--- config.mk ---
export PLATFORM = sky130hd
export DESIGN_NAME = fgp_port
export DESIGN_NICKNAME = d
export VERILOG_FILES = /design/src/hdl/fgp_pkg.sv /design/src/hdl/fgp_port.sv
export SDC_FILE = /design/constraint.sdc
export NUM_CORES = 1
export LEC_CHECK = 0
export BUFFER_PORTS_ARGS = -buffer_cell sky130_fd_sc_hd__buf_2
export CAP_MARGIN = 10
export CELL_PAD_IN_SITES_DETAIL_PLACEMENT = 1
export CELL_PAD_IN_SITES_GLOBAL_PLACEMENT = 1
export CORE_UTILIZATION = 38
export DETAILED_ROUTE_END_ITERATION = 7
export PLACE_DENSITY_LB_ADDON = 0.1
export RECOVER_POWER = 100
export REMOVE_ABC_BUFFERS = 1
export SLEW_MARGIN = 20
export SYNTH_ARGS = -nofsm -noshare
export SYNTH_HDL_FRONTEND = slang
export SYNTH_SLANG_ARGS = --single-unit
export TNS_END_PERCENT = 5
--- constraint.sdc ---
create_clock -name clk -period 9.6 [get_ports clk]
set_input_delay 0.96 -clock clk [delete_from_list [all_inputs] [get_ports clk]]
set_output_delay 0.96 -clock clk [all_outputs]
set_load 0.1 [all_outputs]
--- src/hdl/fgp_pkg.sv ---
// Purpose: Constants for the fast port register block
// Assumes: One bus clock, 32 pins per port, word-aligned register offsets
// Notes: Offsets are byte addresses within one port's register window
package fgp_pkg;
   localparam int FGP_WIDTH = 32;
   localparam int FGP_ADDR_W = 6;
   localparam logic [FGP_ADDR_W-1:0] FGP_OFS_OUT = 6'h00;
   localparam logic [FGP_ADDR_W-1:0] FGP_OFS_SET = 6'h04;
   localparam logic [FGP_ADDR_W-1:0] FGP_OFS_CLR = 6'h08;
   localparam logic [FGP_ADDR_W-1:0] FGP_OFS_TGL = 6'h0c;
   localparam logic [FGP_ADDR_W-1:0] FGP_OFS_IN = 6'h10;
   localparam logic [FGP_ADDR_W-1:0] FGP_OFS_DIR = 6'h14;
   localparam logic [FGP_WIDTH-1:0] FGP_RST_VAL = 32'h0000_0000;
   localparam logic [FGP_WIDTH-1:0] FGP_IMPL_DEF = 32'hffff_ffff;
   localparam logic [31:0] FGP_LOCAL_BASE = 32'hf800_0000;
   localparam int FGP_ERR_WAIT = 1;
   typedef enum logic [1:0] {
      FGP_SYS_IDLE = 2'b00,
      FGP_SYS_ERR = 2'b01
   } fgp_sys_e;
endpackage : fgp_pkg

--- src/hdl/fgp_port.sv ---
// Purpose: Fast port registers with a single-cycle local port and a system bus port
// Assumes: Pin inputs are asynchronous; local port has priority over system bus
// Notes: Local port never waits; system bus stalls on collision or in compute-only state
`timescale 1ns/1ns
module fgp_port
   import fgp_pkg::*;
#(
   parameter logic [FGP_WIDTH-1:0] IMPL_MASK = FGP_IMPL_DEF
) (
   input wire logic clk,
   input wire logic rst,
   // Processor-local port, offset already stripped from the alias window
   input wire logic lcl_sel,
   input wire logic lcl_wr,
   input wire logic [FGP_ADDR_W-1:0] lcl_addr,
   input wire logic [FGP_WIDTH-1:0] lcl_wdata,
   output logic [FGP_WIDTH-1:0] lcl_rdata,
   output logic lcl_err,
   // System bus (DMA) port
   input wire logic sys_sel,
   input wire logic sys_wr,
   input wire logic [FGP_ADDR_W-1:0] sys_addr,
   input wire logic [FGP_WIDTH-1:0] sys_wdata,
   output logic [FGP_WIDTH-1:0] sys_rdata,
   output logic sys_ready,
   output logic sys_err,
   // Chip state and pin-mux side
   input wire logic compute_only,
   input wire logic pctl_enable,
   input wire logic [FGP_WIDTH-1:0] pin_digital,
   input wire logic [FGP_WIDTH-1:0] pin_gpio,
   input wire logic [FGP_WIDTH-1:0] pin_in,
   output logic [FGP_WIDTH-1:0] pin_out,
   output logic [FGP_WIDTH-1:0] pin_oe_n,
   output logic [FGP_WIDTH-1:0] output_data_register
);
   logic [FGP_WIDTH-1:0] out_ff;
   logic [FGP_WIDTH-1:0] dir_ff;
   logic [FGP_WIDTH-1:0] in_ff;
   logic [FGP_WIDTH-1:0] sync1_ff;
   logic [FGP_WIDTH-1:0] sync2_ff;
   logic [FGP_WIDTH-1:0] lcl_rdata_ff;
   logic [FGP_WIDTH-1:0] sys_rdata_ff;
   logic lcl_err_ff;
   fgp_sys_e sys_st_ff;
   fgp_sys_e nxt_sys_st;
   logic [FGP_WIDTH-1:0] nxt_out;
   logic [FGP_WIDTH-1:0] nxt_dir;
   logic [FGP_WIDTH-1:0] nxt_in;
   logic [FGP_WIDTH-1:0] nxt_lcl_rdata;
   logic [FGP_WIDTH-1:0] nxt_sys_rdata;
   logic nxt_lcl_err;
   logic [FGP_WIDTH-1:0] oe_bits;

   // Local port register decode
   wire lcl_hit_out = (lcl_addr == FGP_OFS_OUT);
   wire lcl_hit_set = (lcl_addr == FGP_OFS_SET);
   wire lcl_hit_clr = (lcl_addr == FGP_OFS_CLR);
   wire lcl_hit_tgl = (lcl_addr == FGP_OFS_TGL);
   wire lcl_hit_in = (lcl_addr == FGP_OFS_IN);
   wire lcl_hit_dir = (lcl_addr == FGP_OFS_DIR);
   wire lcl_hit_wo = lcl_hit_set || lcl_hit_clr || lcl_hit_tgl;
   wire lcl_hit_rw = lcl_hit_out || lcl_hit_in || lcl_hit_dir;
   wire lcl_mapped = lcl_hit_wo || lcl_hit_rw;

   // System bus register decode
   wire sys_hit_out = (sys_addr == FGP_OFS_OUT);
   wire sys_hit_set = (sys_addr == FGP_OFS_SET);
   wire sys_hit_clr = (sys_addr == FGP_OFS_CLR);
   wire sys_hit_tgl = (sys_addr == FGP_OFS_TGL);
   wire sys_hit_in = (sys_addr == FGP_OFS_IN);
   wire sys_hit_dir = (sys_addr == FGP_OFS_DIR);
   wire sys_hit_wo = sys_hit_set || sys_hit_clr || sys_hit_tgl;
   wire sys_hit_rw = sys_hit_out || sys_hit_in || sys_hit_dir;
   wire sys_mapped = sys_hit_wo || sys_hit_rw;

   // Local port always wins; system bus blocked on collision or compute-only
   wire lcl_ok = lcl_sel && lcl_mapped;
   wire lcl_bad = lcl_sel && !lcl_mapped;
   wire sys_blocked = lcl_sel || compute_only;
   wire sys_stall = sys_sel && sys_blocked;
   wire sys_idle = (sys_st_ff == FGP_SYS_IDLE);
   wire sys_in_err = (sys_st_ff == FGP_SYS_ERR);
   wire sys_go = sys_sel && !sys_blocked && sys_idle;
   wire sys_ok = sys_go && sys_mapped;
   wire sys_bad = sys_go && !sys_mapped;

   // Write strobes of the winning port, one writer per cycle
   wire lcl_wr_ok = lcl_ok && lcl_wr;
   wire sys_wr_ok = sys_ok && sys_wr;
   wire wr_out = (lcl_wr_ok && lcl_hit_out) || (sys_wr_ok && sys_hit_out);
   wire wr_set = (lcl_wr_ok && lcl_hit_set) || (sys_wr_ok && sys_hit_set);
   wire wr_clr = (lcl_wr_ok && lcl_hit_clr) || (sys_wr_ok && sys_hit_clr);
   wire wr_tgl = (lcl_wr_ok && lcl_hit_tgl) || (sys_wr_ok && sys_hit_tgl);
   wire wr_dir = (lcl_wr_ok && lcl_hit_dir) || (sys_wr_ok && sys_hit_dir);
   wire [FGP_WIDTH-1:0] wr_src = lcl_ok ? lcl_wdata : sys_wdata;
   // Absent pins never take a one
   wire [FGP_WIDTH-1:0] wr_data = wr_src & IMPL_MASK;

   // Input sampling frozen when port control is off or clocks gated
   wire in_track = pctl_enable && !compute_only;

   // Per-pin logic; writes ignore pctl_enable on purpose
   genvar gi;
   generate
      for (gi = 0; gi < FGP_WIDTH; gi++) begin : g_pin
         wire set_b = wr_set && wr_data[gi];
         wire clr_b = wr_clr && wr_data[gi];
         wire tgl_b = wr_tgl && wr_data[gi];
         wire keep_b = out_ff[gi];
         wire flip_b = ~out_ff[gi];
         wire mod_b = set_b || clr_b || tgl_b;
         wire mod_val_b = set_b ? 1'b1 : (clr_b ? 1'b0 : flip_b);
         wire in_val_b = sync2_ff[gi] && pin_digital[gi] && IMPL_MASK[gi];
         wire drive_b = pin_gpio[gi] && dir_ff[gi] && IMPL_MASK[gi];
         assign nxt_out[gi] = wr_out ? wr_data[gi] : (mod_b ? mod_val_b : keep_b);
         assign nxt_dir[gi] = wr_dir ? wr_data[gi] : dir_ff[gi];
         assign nxt_in[gi] = in_track ? in_val_b : in_ff[gi];
         assign oe_bits[gi] = drive_b;
      end
   endgenerate

   // System bus error takes one extra cycle
   always_comb begin
      case (sys_st_ff)
         FGP_SYS_IDLE: begin
            nxt_sys_st = sys_bad ? FGP_SYS_ERR : FGP_SYS_IDLE;
         end
         FGP_SYS_ERR: begin
            nxt_sys_st = FGP_SYS_IDLE;
         end
         default: begin
            nxt_sys_st = FGP_SYS_IDLE;
         end
      endcase
   end

   // Read muxes; set, clear and toggle read back as zero
   wire [FGP_WIDTH-1:0] lcl_rd_out = lcl_hit_out ? out_ff : FGP_RST_VAL;
   wire [FGP_WIDTH-1:0] lcl_rd_in = lcl_hit_in ? in_ff : FGP_RST_VAL;
   wire [FGP_WIDTH-1:0] lcl_rd_dir = lcl_hit_dir ? dir_ff : FGP_RST_VAL;
   wire [FGP_WIDTH-1:0] lcl_rd_mux = lcl_rd_out | lcl_rd_in | lcl_rd_dir;
   wire [FGP_WIDTH-1:0] sys_rd_out = sys_hit_out ? out_ff : FGP_RST_VAL;
   wire [FGP_WIDTH-1:0] sys_rd_in = sys_hit_in ? in_ff : FGP_RST_VAL;
   wire [FGP_WIDTH-1:0] sys_rd_dir = sys_hit_dir ? dir_ff : FGP_RST_VAL;
   wire [FGP_WIDTH-1:0] sys_rd_mux = sys_rd_out | sys_rd_in | sys_rd_dir;

   assign nxt_lcl_rdata = lcl_ok ? lcl_rd_mux : FGP_RST_VAL;
   assign nxt_sys_rdata = sys_ok ? sys_rd_mux : FGP_RST_VAL;
   assign nxt_lcl_err = lcl_bad;

   // First synchroniser stage for the pins
   always_ff @(posedge clk or posedge rst) begin
      if (rst) begin
         sync1_ff <= FGP_RST_VAL;
      end else begin
         sync1_ff <= pin_in;
      end
   end

   // Second synchroniser stage for the pins
   always_ff @(posedge clk or posedge rst) begin
      if (rst) begin
         sync2_ff <= FGP_RST_VAL;
      end else begin
         sync2_ff <= sync1_ff;
      end
   end

   always_ff @(posedge clk or posedge rst) begin
      if (rst) begin
         out_ff <= FGP_RST_VAL;
      end else begin
         out_ff <= nxt_out;
      end
   end

   always_ff @(posedge clk or posedge rst) begin
      if (rst) begin
         dir_ff <= FGP_RST_VAL;
      end else begin
         dir_ff <= nxt_dir;
      end
   end

   always_ff @(posedge clk or posedge rst) begin
      if (rst) begin
         in_ff <= FGP_RST_VAL;
      end else begin
         in_ff <= nxt_in;
      end
   end

   always_ff @(posedge clk or posedge rst) begin
      if (rst) begin
         sys_st_ff <= FGP_SYS_IDLE;
      end else begin
         sys_st_ff <= nxt_sys_st;
      end
   end

   // Read data registered, valid the cycle after the access
   always_ff @(posedge clk or posedge rst) begin
      if (rst) begin
         lcl_rdata_ff <= FGP_RST_VAL;
      end else begin
         lcl_rdata_ff <= nxt_lcl_rdata;
      end
   end

   always_ff @(posedge clk or posedge rst) begin
      if (rst) begin
         sys_rdata_ff <= FGP_RST_VAL;
      end else begin
         sys_rdata_ff <= nxt_sys_rdata;
      end
   end

   // Local error shows one cycle late, the local port has no wait state
   always_ff @(posedge clk or posedge rst) begin
      if (rst) begin
         lcl_err_ff <= 1'b0;
      end else begin
         lcl_err_ff <= nxt_lcl_err;
      end
   end

   assign lcl_rdata = lcl_rdata_ff;
   assign lcl_err = lcl_err_ff;
   assign sys_rdata = sys_rdata_ff;

   // Ready low during stall and in the cycle an unmapped access is decoded; high again in the error state
   assign sys_ready = !sys_stall && !sys_bad;
   assign sys_err = sys_in_err;

   assign output_data_register = out_ff;
   assign pin_out = out_ff;
   assign pin_oe_n = ~oe_bits;
endmodule : fgp_port

==> results of run 1 <==
cell usage in the layout, fill, tap and decap left out, drive strengths merged, types with 4 or more instances in the layout:
cell    count
o21ai      33
nand2     101
a21oi      32
a31oi      32
mux2       96
buf       185
mux2i      32
clkbuf    206
nand4       4
clkinv      5
a22oi      64
dfrtp     226
nor2       98
worst max-delay path: stages:
cell and delay, ns:
buf_2 0.07, clkbuf_1 2.19, and2_0 1.99, nand2_1 0.31, o21ai_4 0.22, buf_4 0.52, mux2_2 0.41
metrics by stage:
stage,worst slack [ns],std cells,power [mW]
detailed placement,5.659,1417,1.906
floorplan,2.449,740,1.723
global route,3.069,1464,2.977
global placement,5.697,1417,1.894
finish,3.264,1464,2.872
CTS,6.209,1464,2.917
flip-flops by register name, indices dropped and copies added (netlist names):
name and flops:
sync2_ff 32, output_data_register 32, lcl_err 1, sys_st_ff 1, lcl_rdata 32, sys_rdata 32, sync1_ff 32, dir_ff 32
in_ff 32
logic make-up (layout without fill, tap and decap cells):
kind of cell	count (synthesis)	after routing	synth area share, %
buffers and inverters	84	401	4.994
AND/OR/NAND/NOR	221	221	9.519
flip-flops	226	226	58.94
AO/OA/AOI/OAI	164	164	10.97
multiplexers	128	128	15.58
final timing paths:
path,depth (start not counted),to,startpoint,slack [ns]
worst min-delay path,0,sync2_ff[15],sync1_ff[15],0.35
worst max-delay path,7,dir_ff[2],sys_addr[4],3.26
min in group asynchronous,2,sync1_ff[27],rst,1.71
worst max register to register,5,output_data_register[5],sys_st_ff[0],6.46
max in group asynchronous,3,sys_rdata[23],rst,5.58
worst min register to register,0,sync2_ff[15],sync1_ff[15],0.35
per-layer routing:
metal / vias to the layer above / share of wire [%] / global-route usage [%] / wire length (um)
li1: 3447 / - / - / -
met4: 4 / 2.0 / 5.918 / 589
met3: 48 / 7.1 / 4.933 / 2126
met2: 258 / 49 / 38.50 / 14550
met5: - / 0.071 / 0 / 21
met1: 3815 / 42 / 30.66 / 12480
where the power goes:
part | switching, mW | internal [mW] | total [mW]
logic | 0.640 | 0.132 | 0.772
clock network | 0.392 | 0.612 | 1.00
registers | 0.0779 | 1.02 | 1.10
total | 1.11 | 1.76 | 2.87
cell type report:
class	count	share of cell area [%]
timing repair buffer	353	13.16
sequential	226	47.20
tap	324	3.383
clock buffer	38	6.485
multi-input combinational	513	28.90
clock inverter	9	0.8354
inverter	1	0.04177
==> flow_metrics.env, run 1 <==
export IMPL_core_area_um2=24530
export IMPL_ys_ff_latch=226
export IMPL_cts_sinks=226
export IMPL_worst_setup_path_start_kind="input port"
export IMPL_netlist_area_um2=9595
export IMPL_criticalPathCategory="input port to flip-flop"
export IMPL_grt_overflow=0
export IMPL_end_kind="flip-flop"
export IMPL_violations="max-capacitance violations, max-slew violations"
export IMPL_hold_path_class="flip-flop to flip-flop"
export IMPL_drt_iter0_drc=345
export IMPL_synthArstFlopShare_pct=100.0
export IMPL_synth_top_area_share_pct=58.94
export IMPL_viasPerCell=5.172
export IMPL_wl_um=29770
export IMPL_crit_fanout=35
export IMPL_synth_area_leaders="dfrtp_1 (59%), mux2_2 (8.3%), a22oi_1 (5.0%), mux2_4 (3.9%), nand2_1 (3.9%)"
export IMPL_ir_drop_v=0.0001772
export IMPL_slew_limit_headroom_pct=-184.5
export IMPL_drc_errors=0
export IMPL_clockBufferDepth=3
export IMPL_clk_pin_slew_ns=0.06
export IMPL_ys_seq_area_share_pct=58.94
export IMPL_first_pass_iters=4
export IMPL_dpl_cell_area_um2=11360
export IMPL_detail_route_wl_per_cell_um=20.33
export IMPL_seq_area_um2=5655
export IMPL_arrival_ns=6.73
export IMPL_synthTopCellsByCount="dfrtp_1 (226), nand2_1 (100), nor2_1 (98), mux2_2 (71), a22oi_1 (64)"
export IMPL_fp_dieW_um=160.9
export IMPL_yosysMostFrequentCell="dfrtp_1"
export IMPL_worstMarginPinSlew_ns=4.245
export IMPL_initial_core_util_pct=39.11
export IMPL_required_ns=10.00
export IMPL_die_area_um2=25890
export IMPL_gp_congestion=0.7410
export IMPL_fin_util_pct=48.84
export IMPL_nets=1301
export IMPL_antenna_found_initial=3
export IMPL_fmax_mhz=157.8
export IMPL_hpwl_um=18360
export IMPL_clock_latency_ns=0.53
export IMPL_antenna_cells=0
export IMPL_grt_setup_unrepaired="false"
export IMPL_fin_setup_tns_ns=0
export IMPL_finalMaxSlewViolations=328
export IMPL_cts_root_buf="clkbuf_16"
export IMPL_final_area_um2=11980
export IMPL_leakage_nw=5.563
export IMPL_ctsResizeCount=0
export IMPL_grt_pass1_wl_um=46240
export IMPL_multiInputGateArea_um2=3462
export IMPL_finalCritPeriodShare_pct=66.00
export IMPL_fillers=2858
export IMPL_post_cts_buffers=0
export IMPL_clock_skew_ns=0.01771
export IMPL_grt_usage_pct=23.14
export IMPL_final_antenna_net_count=0
export IMPL_areaGrowthSynthToFinish_pct=24.87
export IMPL_synth_edff_count=0
export IMPL_vias=7572
export IMPL_drive_above_1_share_pct=29.04
export IMPL_htreeDepth=1
export IMPL_cts_buffers=26
export IMPL_cts_hold_repair_buffers=0
export IMPL_syn_inst=823
export IMPL_status="finished, violations left"
export IMPL_min_period_ns=6.336
export IMPL_die_h_um=160.9
export IMPL_final_hold_violation_count=0
export IMPL_yosys_warnings=0
export IMPL_timing_hold_ws_ns=0.3452
export IMPL_io_pin_count=343
export IMPL_grt_pass1_vias=7961
export IMPL_power_density_nw_per_um2=239.7
export IMPL_synth_area_per_cell_um2=11.66
export IMPL_yosys_area_top_type="dfrtp_1"
export IMPL_io_buffers=342
export IMPL_rows=57
export IMPL_grt_max_degree=93
export IMPL_max_cap_viol_count=7
export IMPL_cts_tree="done"
export IMPL_setup_violations=0
export IMPL_synth_distinct_cells=33
export IMPL_synth_flop_cell="dfrtp_1"
(Power assumes the default switching activity.)
==> inputs of run 2 (changes only) <==
CORE_UTILIZATION = 34   (was 38)
clock period = 5.4 ns   (was 9.6 ns; I/O delays follow)
==> run 2 against run 1 <==
The run still ends with max-capacitance violations, max-slew violations left. Clock power increased by 66%. First-iteration DRC count increased by 7.8%. Clock skew decreased by 0.0070 ns. Critical endpoint is now dir_ff[18]. Largest power group unchanged.
==> flow_metrics.env, run 2 (synthesized netlist as in run 1, its figures left out) <==
export IMPL_internal_power_mw=3.009
export IMPL_cts_tree="done"
export IMPL_wl_um=30270
export IMPL_whs_path_depth=1
export IMPL_drc_errors=0
export IMPL_final_common_cell="dfrtp_1"
export IMPL_grt_setup_unrepaired="false"
export IMPL_finalCritPeriodShare_pct=70.93
export IMPL_worstMarginPinSlew_ns=3.124
export IMPL_clock_latency_ns=0.53
export IMPL_die_area_um2=28900
export IMPL_grt_overflow=0
export IMPL_hold_path_class="input port to flip-flop"
export IMPL_final_cell_mix="dfrtp_1 (226), buf_2 (177), clkbuf_1 (174), nand2_1 (98), nor2_1 (98)"
export IMPL_crit_fanout=33
export IMPL_antenna_cells=0
export IMPL_htreeDepth=1
export IMPL_cts_buffers=26
export IMPL_timing_hold_ws_ns=0.1137
export IMPL_worstReg2RegEnd="dir_ff[18]"
export IMPL_first_pass_iters=4
export IMPL_io_pin_count=343
export IMPL_nets=1304
export IMPL_areaGrowthSynthToFinish_pct=24.46
export IMPL_viasPerCell=4.981
export IMPL_instances_no_fill=1517
export IMPL_vias=7556
export IMPL_hpwl_um=18870
export IMPL_fmax_mhz=261.1
export IMPL_violations="max-capacitance violations, max-slew violations"
export IMPL_gp_congestion=0.7521
export IMPL_grt_max_degree=138
export IMPL_r2r_start="sys_st_ff[0]"
export IMPL_die_h_um=170.0
export IMPL_place_ws_ns=2.088
export IMPL_clkPwrFrac_pct=33.4
export IMPL_power_switching_mw=1.958
export IMPL_worst_setup_path_start_kind="flip-flop"
export IMPL_finalMaxSlewViolations=137
export IMPL_core_area_um2=27780
export IMPL_fp_dieW_um=170.0
export IMPL_leakage_nw=5.429
export IMPL_power_density_nw_per_um2=415.9
export IMPL_ff2ff_path_depth=6
export IMPL_dpl_cell_area_um2=11440
export IMPL_final_hold_violation_count=0
export IMPL_clk_pin_slew_ns=0.06
export IMPL_min_delay_start="pin_in[0]"
export IMPL_fillers=3196
export IMPL_clock_skew_ns=0.01067
export IMPL_placedCellCount=1472
export IMPL_io_buffers=342
export IMPL_min_to="sync1_ff[0]"
export IMPL_fin_ws_ns=1.570
export IMPL_grt_usage_pct=21.00
export IMPL_initial_core_util_pct=34.54
export IMPL_arrival_ns=4.23
export IMPL_criticalPathCategory="flip-flop to flip-flop"
export IMPL_ir_drop_v=0.0003051
export IMPL_status="finished, violations left"
export IMPL_max_cap_viol_count=4
export IMPL_setup_violations=0
export IMPL_rows=61
export IMPL_seq_area_um2=5655
export IMPL_drive_above_1_share_pct=26.16
export IMPL_multiInputGateArea_um2=3372
export IMPL_switching_share_pct=39.42
export IMPL_min_period_ns=3.830
export IMPL_cts_root_buf="clkbuf_16"
export IMPL_drt_iter0_drc=372
export IMPL_antenna_found_initial=1
export IMPL_required_ns=5.80
export IMPL_detail_route_wl_per_cell_um=19.95
export IMPL_rrSetupSlack_ns=1.57
export IMPL_grt_pass1_vias=7829
export IMPL_final_antenna_net_count=0
export IMPL_end_kind="flip-flop"
export IMPL_slew_limit_headroom_pct=-108.3
export IMPL_clockBufferDepth=3
export IMPL_grt_pass1_wl_um=46150
export IMPL_pwr_share_seq_pct=39.2
export IMPL_cts_sinks=226
export IMPL_fin_util_pct=42.99
export IMPL_p_comb_share_pct=27.4
export IMPL_final_area_um2=11940
run 2: cell types whose count changed in the layout (fill, tap and decap cells not counted), moves of 2 or more:
| cell | delta |
|---|---|
| mux2_2 | -7 |
| mux2_4 | -25 |
| mux2_1 | +32 |
| clkinv_2 | -3 |
| clkinvlp_4 | -2 |
| and2_0 | -2 |
| bufinv_16 | -2 |
| and2_2 | +2 |
run 2: repair_timing:
item	4_1_cts	5_1_grt
resized for setup	0	0
hold endpoints to repair	0	32
buffers inserted	0	0
hold buffers	0	1
run 2: routing by layer:
metal  up-vias  GRT usage, %  share of wire [%]
met4         2         4.935                1.7
met1      3831         26.63                 43
met5         -             0              0.043
met3        42         4.023                5.3
met2       232         36.80                 50
li1       3449             -                  -
run 2: worst max-delay path by stage:
stage                 startpoint          to  slack, ns  cells after the start
finish              sys_st_ff[0]  dir_ff[18]       1.57                      6
global route        sys_st_ff[0]  dir_ff[26]       1.26                      6
CTS                 sys_st_ff[0]  dir_ff[18]       2.59                      6
detailed placement   lcl_addr[1]  dir_ff[18]       2.09                      8
global placement     lcl_addr[1]  dir_ff[30]       2.16                      8
floorplan                    rst   dir_ff[0]      -1.33                      1
run 2: critical path, stage by stage, from the launching register on:
cell and delay [ns]:
dfrtp_1 0.38, nor4b_1 0.70, nand2_2 0.06, clkbuf_1 0.85
o21ai_4 0.90, buf_4 0.43, mux2_2 0.38
run 2: layout make-up:
type	count	area share [%]
inverters	1	0.04191
flip-flops and latches	226	47.35
well taps	378	3.960
clock inverters	3	0.2200
repair buffers	356	13.71
clock buffers	40	6.475
multi-input cells	513	28.23
run 2: per-stage QoR:
stage | total power [mW] | setup TNS (ns)
after floorplan | 3.064 | -300.85
after global placement | 3.371 | 0
after detailed placement | 3.389 | 0
after CTS | 5.077 | 0
after global routing | 5.170 | 0
final | 4.967 | 0
run 2: power groups by stage:
stage                     Sequential (mW)  Combinational (mW)  Clock (mW)
after floorplan                      2.78               0.287           0
final                                1.95                1.36        1.66
after CTS                            1.95                1.42        1.72
after global routing                 1.97                1.42        1.77
after global placement               1.97                1.40           0
after detailed placement             1.98                1.41           0
==> inputs of run 3 (changes only) <==
clock period = 3.5 ns   (was 5.4 ns; I/O delays follow)
==> run 3 against run 2 <==
The run still ends with max-capacitance violations, max-slew violations left. Sequential share of layout area decreased by 1.8 points. Hold slack worse by 0.048 ns. Final cell count up 2.8%. Critical path depth did not move. Routed wire length rose by 4.1%. Design area up 3.8%. First-iteration DRC count fell by 8.3%. Clock-buffer cell count up 3. Clock skew up 0.0056 ns.
==> flow_metrics.env, run 3 (synthesized netlist as in run 1, its figures left out) <==
export IMPL_ff2ff_path_depth=5
export IMPL_internal_power_mw=4.709
export IMPL_slew_limit_headroom_pct=-53.53
export IMPL_criticalPathCategory="input port to flip-flop"
export IMPL_drive_above_1_share_pct=28.41
export IMPL_antenna_found_initial=3
export IMPL_vias=7734
export IMPL_arrival_ns=3.25
export IMPL_fin_setup_tns_ns=0
export IMPL_final_area_um2=12400
export IMPL_finalCritPeriodShare_pct=80.60
export IMPL_worstReg2RegEnd="dir_ff[7]"
export IMPL_die_h_um=170.0
export IMPL_final_antenna_net_count=0
export IMPL_drc_errors=0
export IMPL_whs_path_depth=3
export IMPL_cts_sinks=226
export IMPL_gp_congestion=0.7567
export IMPL_min_to="in_ff[4]"
export IMPL_violations="max-capacitance violations, max-slew violations"
export IMPL_wl_um=31500
export IMPL_ir_drop_v=0.0003790
export IMPL_max_cap_viol_count=3
export IMPL_clockBufferDepth=3
export IMPL_clkPwrFrac_pct=33.4
export IMPL_fin_ws_ns=0.6788
export IMPL_io_pin_count=343
export IMPL_nets=1342
export IMPL_grt_pass1_vias=8009
export IMPL_end_kind="flip-flop"
export IMPL_p_comb_share_pct=27.8
export IMPL_clk_pin_slew_ns=0.06
export IMPL_clock_skew_ns=0.01622
export IMPL_status="finished, violations left"
export IMPL_fp_dieW_um=170.0
export IMPL_hpwl_um=19750
export IMPL_final_common_cell="dfrtp_1"
export IMPL_hold_path_class="input port to flip-flop"
export IMPL_cts_tree="done"
export IMPL_io_buffers=342
export IMPL_leakage_nw=5.720
export IMPL_required_ns=3.93
export IMPL_dpl_cell_area_um2=11500
export IMPL_grt_overflow=0
export IMPL_cts_root_buf="clkbuf_16"
export IMPL_power_switching_mw=3.029
export IMPL_htreeDepth=1
export IMPL_min_period_ns=2.821
export IMPL_first_pass_iters=4
export IMPL_initial_core_util_pct=34.54
export IMPL_setup_violations=0
export IMPL_clock_latency_ns=0.52
export IMPL_drt_iter0_drc=341
export IMPL_final_hold_violation_count=0
export IMPL_areaGrowthSynthToFinish_pct=29.25
export IMPL_worst_setup_path_start_kind="input port"
export IMPL_grt_setup_unrepaired="false"
export IMPL_power_density_nw_per_um2=623.9
export IMPL_ctsResizeCount=0
export IMPL_final_cell_mix="dfrtp_1 (226), clkbuf_1 (177), buf_2 (176), nand2_1 (98), nor2_1 (98)"
export IMPL_crit_fanout=32
export IMPL_rrSetupSlack_ns=0.82
export IMPL_finalMaxSlewViolations=167
export IMPL_place_ws_ns=0.8034
export IMPL_detail_route_wl_per_cell_um=20.20
export IMPL_fillers=3196
export IMPL_total_power_mw=7.737
export IMPL_switching_share_pct=39.14
export IMPL_viasPerCell=4.961
export IMPL_grt_usage_pct=21.67
export IMPL_fmax_mhz=354.5
export IMPL_min_delay_start="pin_digital[4]"
export IMPL_pwr_share_seq_pct=38.9
export IMPL_cts_buffers=26
export IMPL_die_area_um2=28900
export IMPL_worstMarginPinSlew_ns=2.303
export IMPL_core_area_um2=27780
export IMPL_grt_pass1_wl_um=47350
export IMPL_rows=61
export IMPL_r2r_start="sys_st_ff[0]"
export IMPL_grt_max_degree=87
==> run 3: layout make-up <==
type | instances | area, um^2 | area share (%)
clock inverter | 2 | 10.01 | 0.08071
antenna | 2 | 5.005 | 0.04036
inverter | 1 | 7.507 | 0.06053
tap | 378 | 473.0 | 3.814
multi-input combinational | 513 | 3482 | 28.08
sequential | 226 | 5655 | 45.60
timing repair buffer | 394 | 1973 | 15.91
clock buffer | 43 | 795.8 | 6.416
==> run 3: power groups by stage <==
stage | combinational, mW | sequential, mW | clock (mW)
after floorplan | 0.443 | 4.28 | 0
final | 2.15 | 3.01 | 2.58
after global routing | 2.25 | 3.04 | 2.76
after detailed placement | 2.19 | 3.05 | 0
after CTS | 2.22 | 3.00 | 2.66
after global placement | 2.17 | 3.04 | 0
==> run 3: worst max-delay path, stage by stage <==
cell	delay, ns
clkbuf_1	0.13
or3_1	0.45
nor3b_4	0.20
clkbuf_1	1.66
a22oi_1	0.25
nor2_1	0.19
==> run 3: worst max path at each step <==
| stage | to | from | slack [ns] |
|---|---|---|---|
| 5_1_grt | lcl_rdata[25] | rst | 0.47 |
| 4_1_cts | dir_ff[28] | sys_st_ff[0] | 1.05 |
| 2_1_floorplan | dir_ff[0] | rst | -3.04 |
| 6_report | lcl_rdata[20] | lcl_addr[1] | 0.68 |
| 3_3_place_gp | dir_ff[30] | lcl_addr[3] | 0.86 |
| 3_5_place_dp | output_data_register[7] | lcl_addr[3] | 0.80 |
==> run 3: stage by stage <==
stage | hold slack, ns | instances | utilization [%]
after global routing | 0.06810 | 1559 | 44.64
final | 0.06616 | 1559 | 44.64
after global placement | 0.3318 | 1479 | 41.38
after CTS | 0.04820 | 1557 | 45.47
after detailed placement | 0.3363 | 1479 | 41.38
after floorplan | 0.3312 | 740 | -
==> run 3: what timing repair did <==
item / CTS / global route
buffers inserted: 0 / 0
hold buffers: 33 / 0
hold endpoints to repair: 114 / 0
==> run 3: routing by layer <==
| layer | routed length, um | GRT usage [%] | vias up |
|---|---|---|---|
| met1 | 13940 | 29.08 | 3921 |
| met5 | 0 | 0 | - |
| met3 | 1488 | 3.256 | 51 |
| met4 | 622 | 5.327 | 0 |
| li1 | - | - | 3524 |
| met2 | 15450 | 36.65 | 238 |
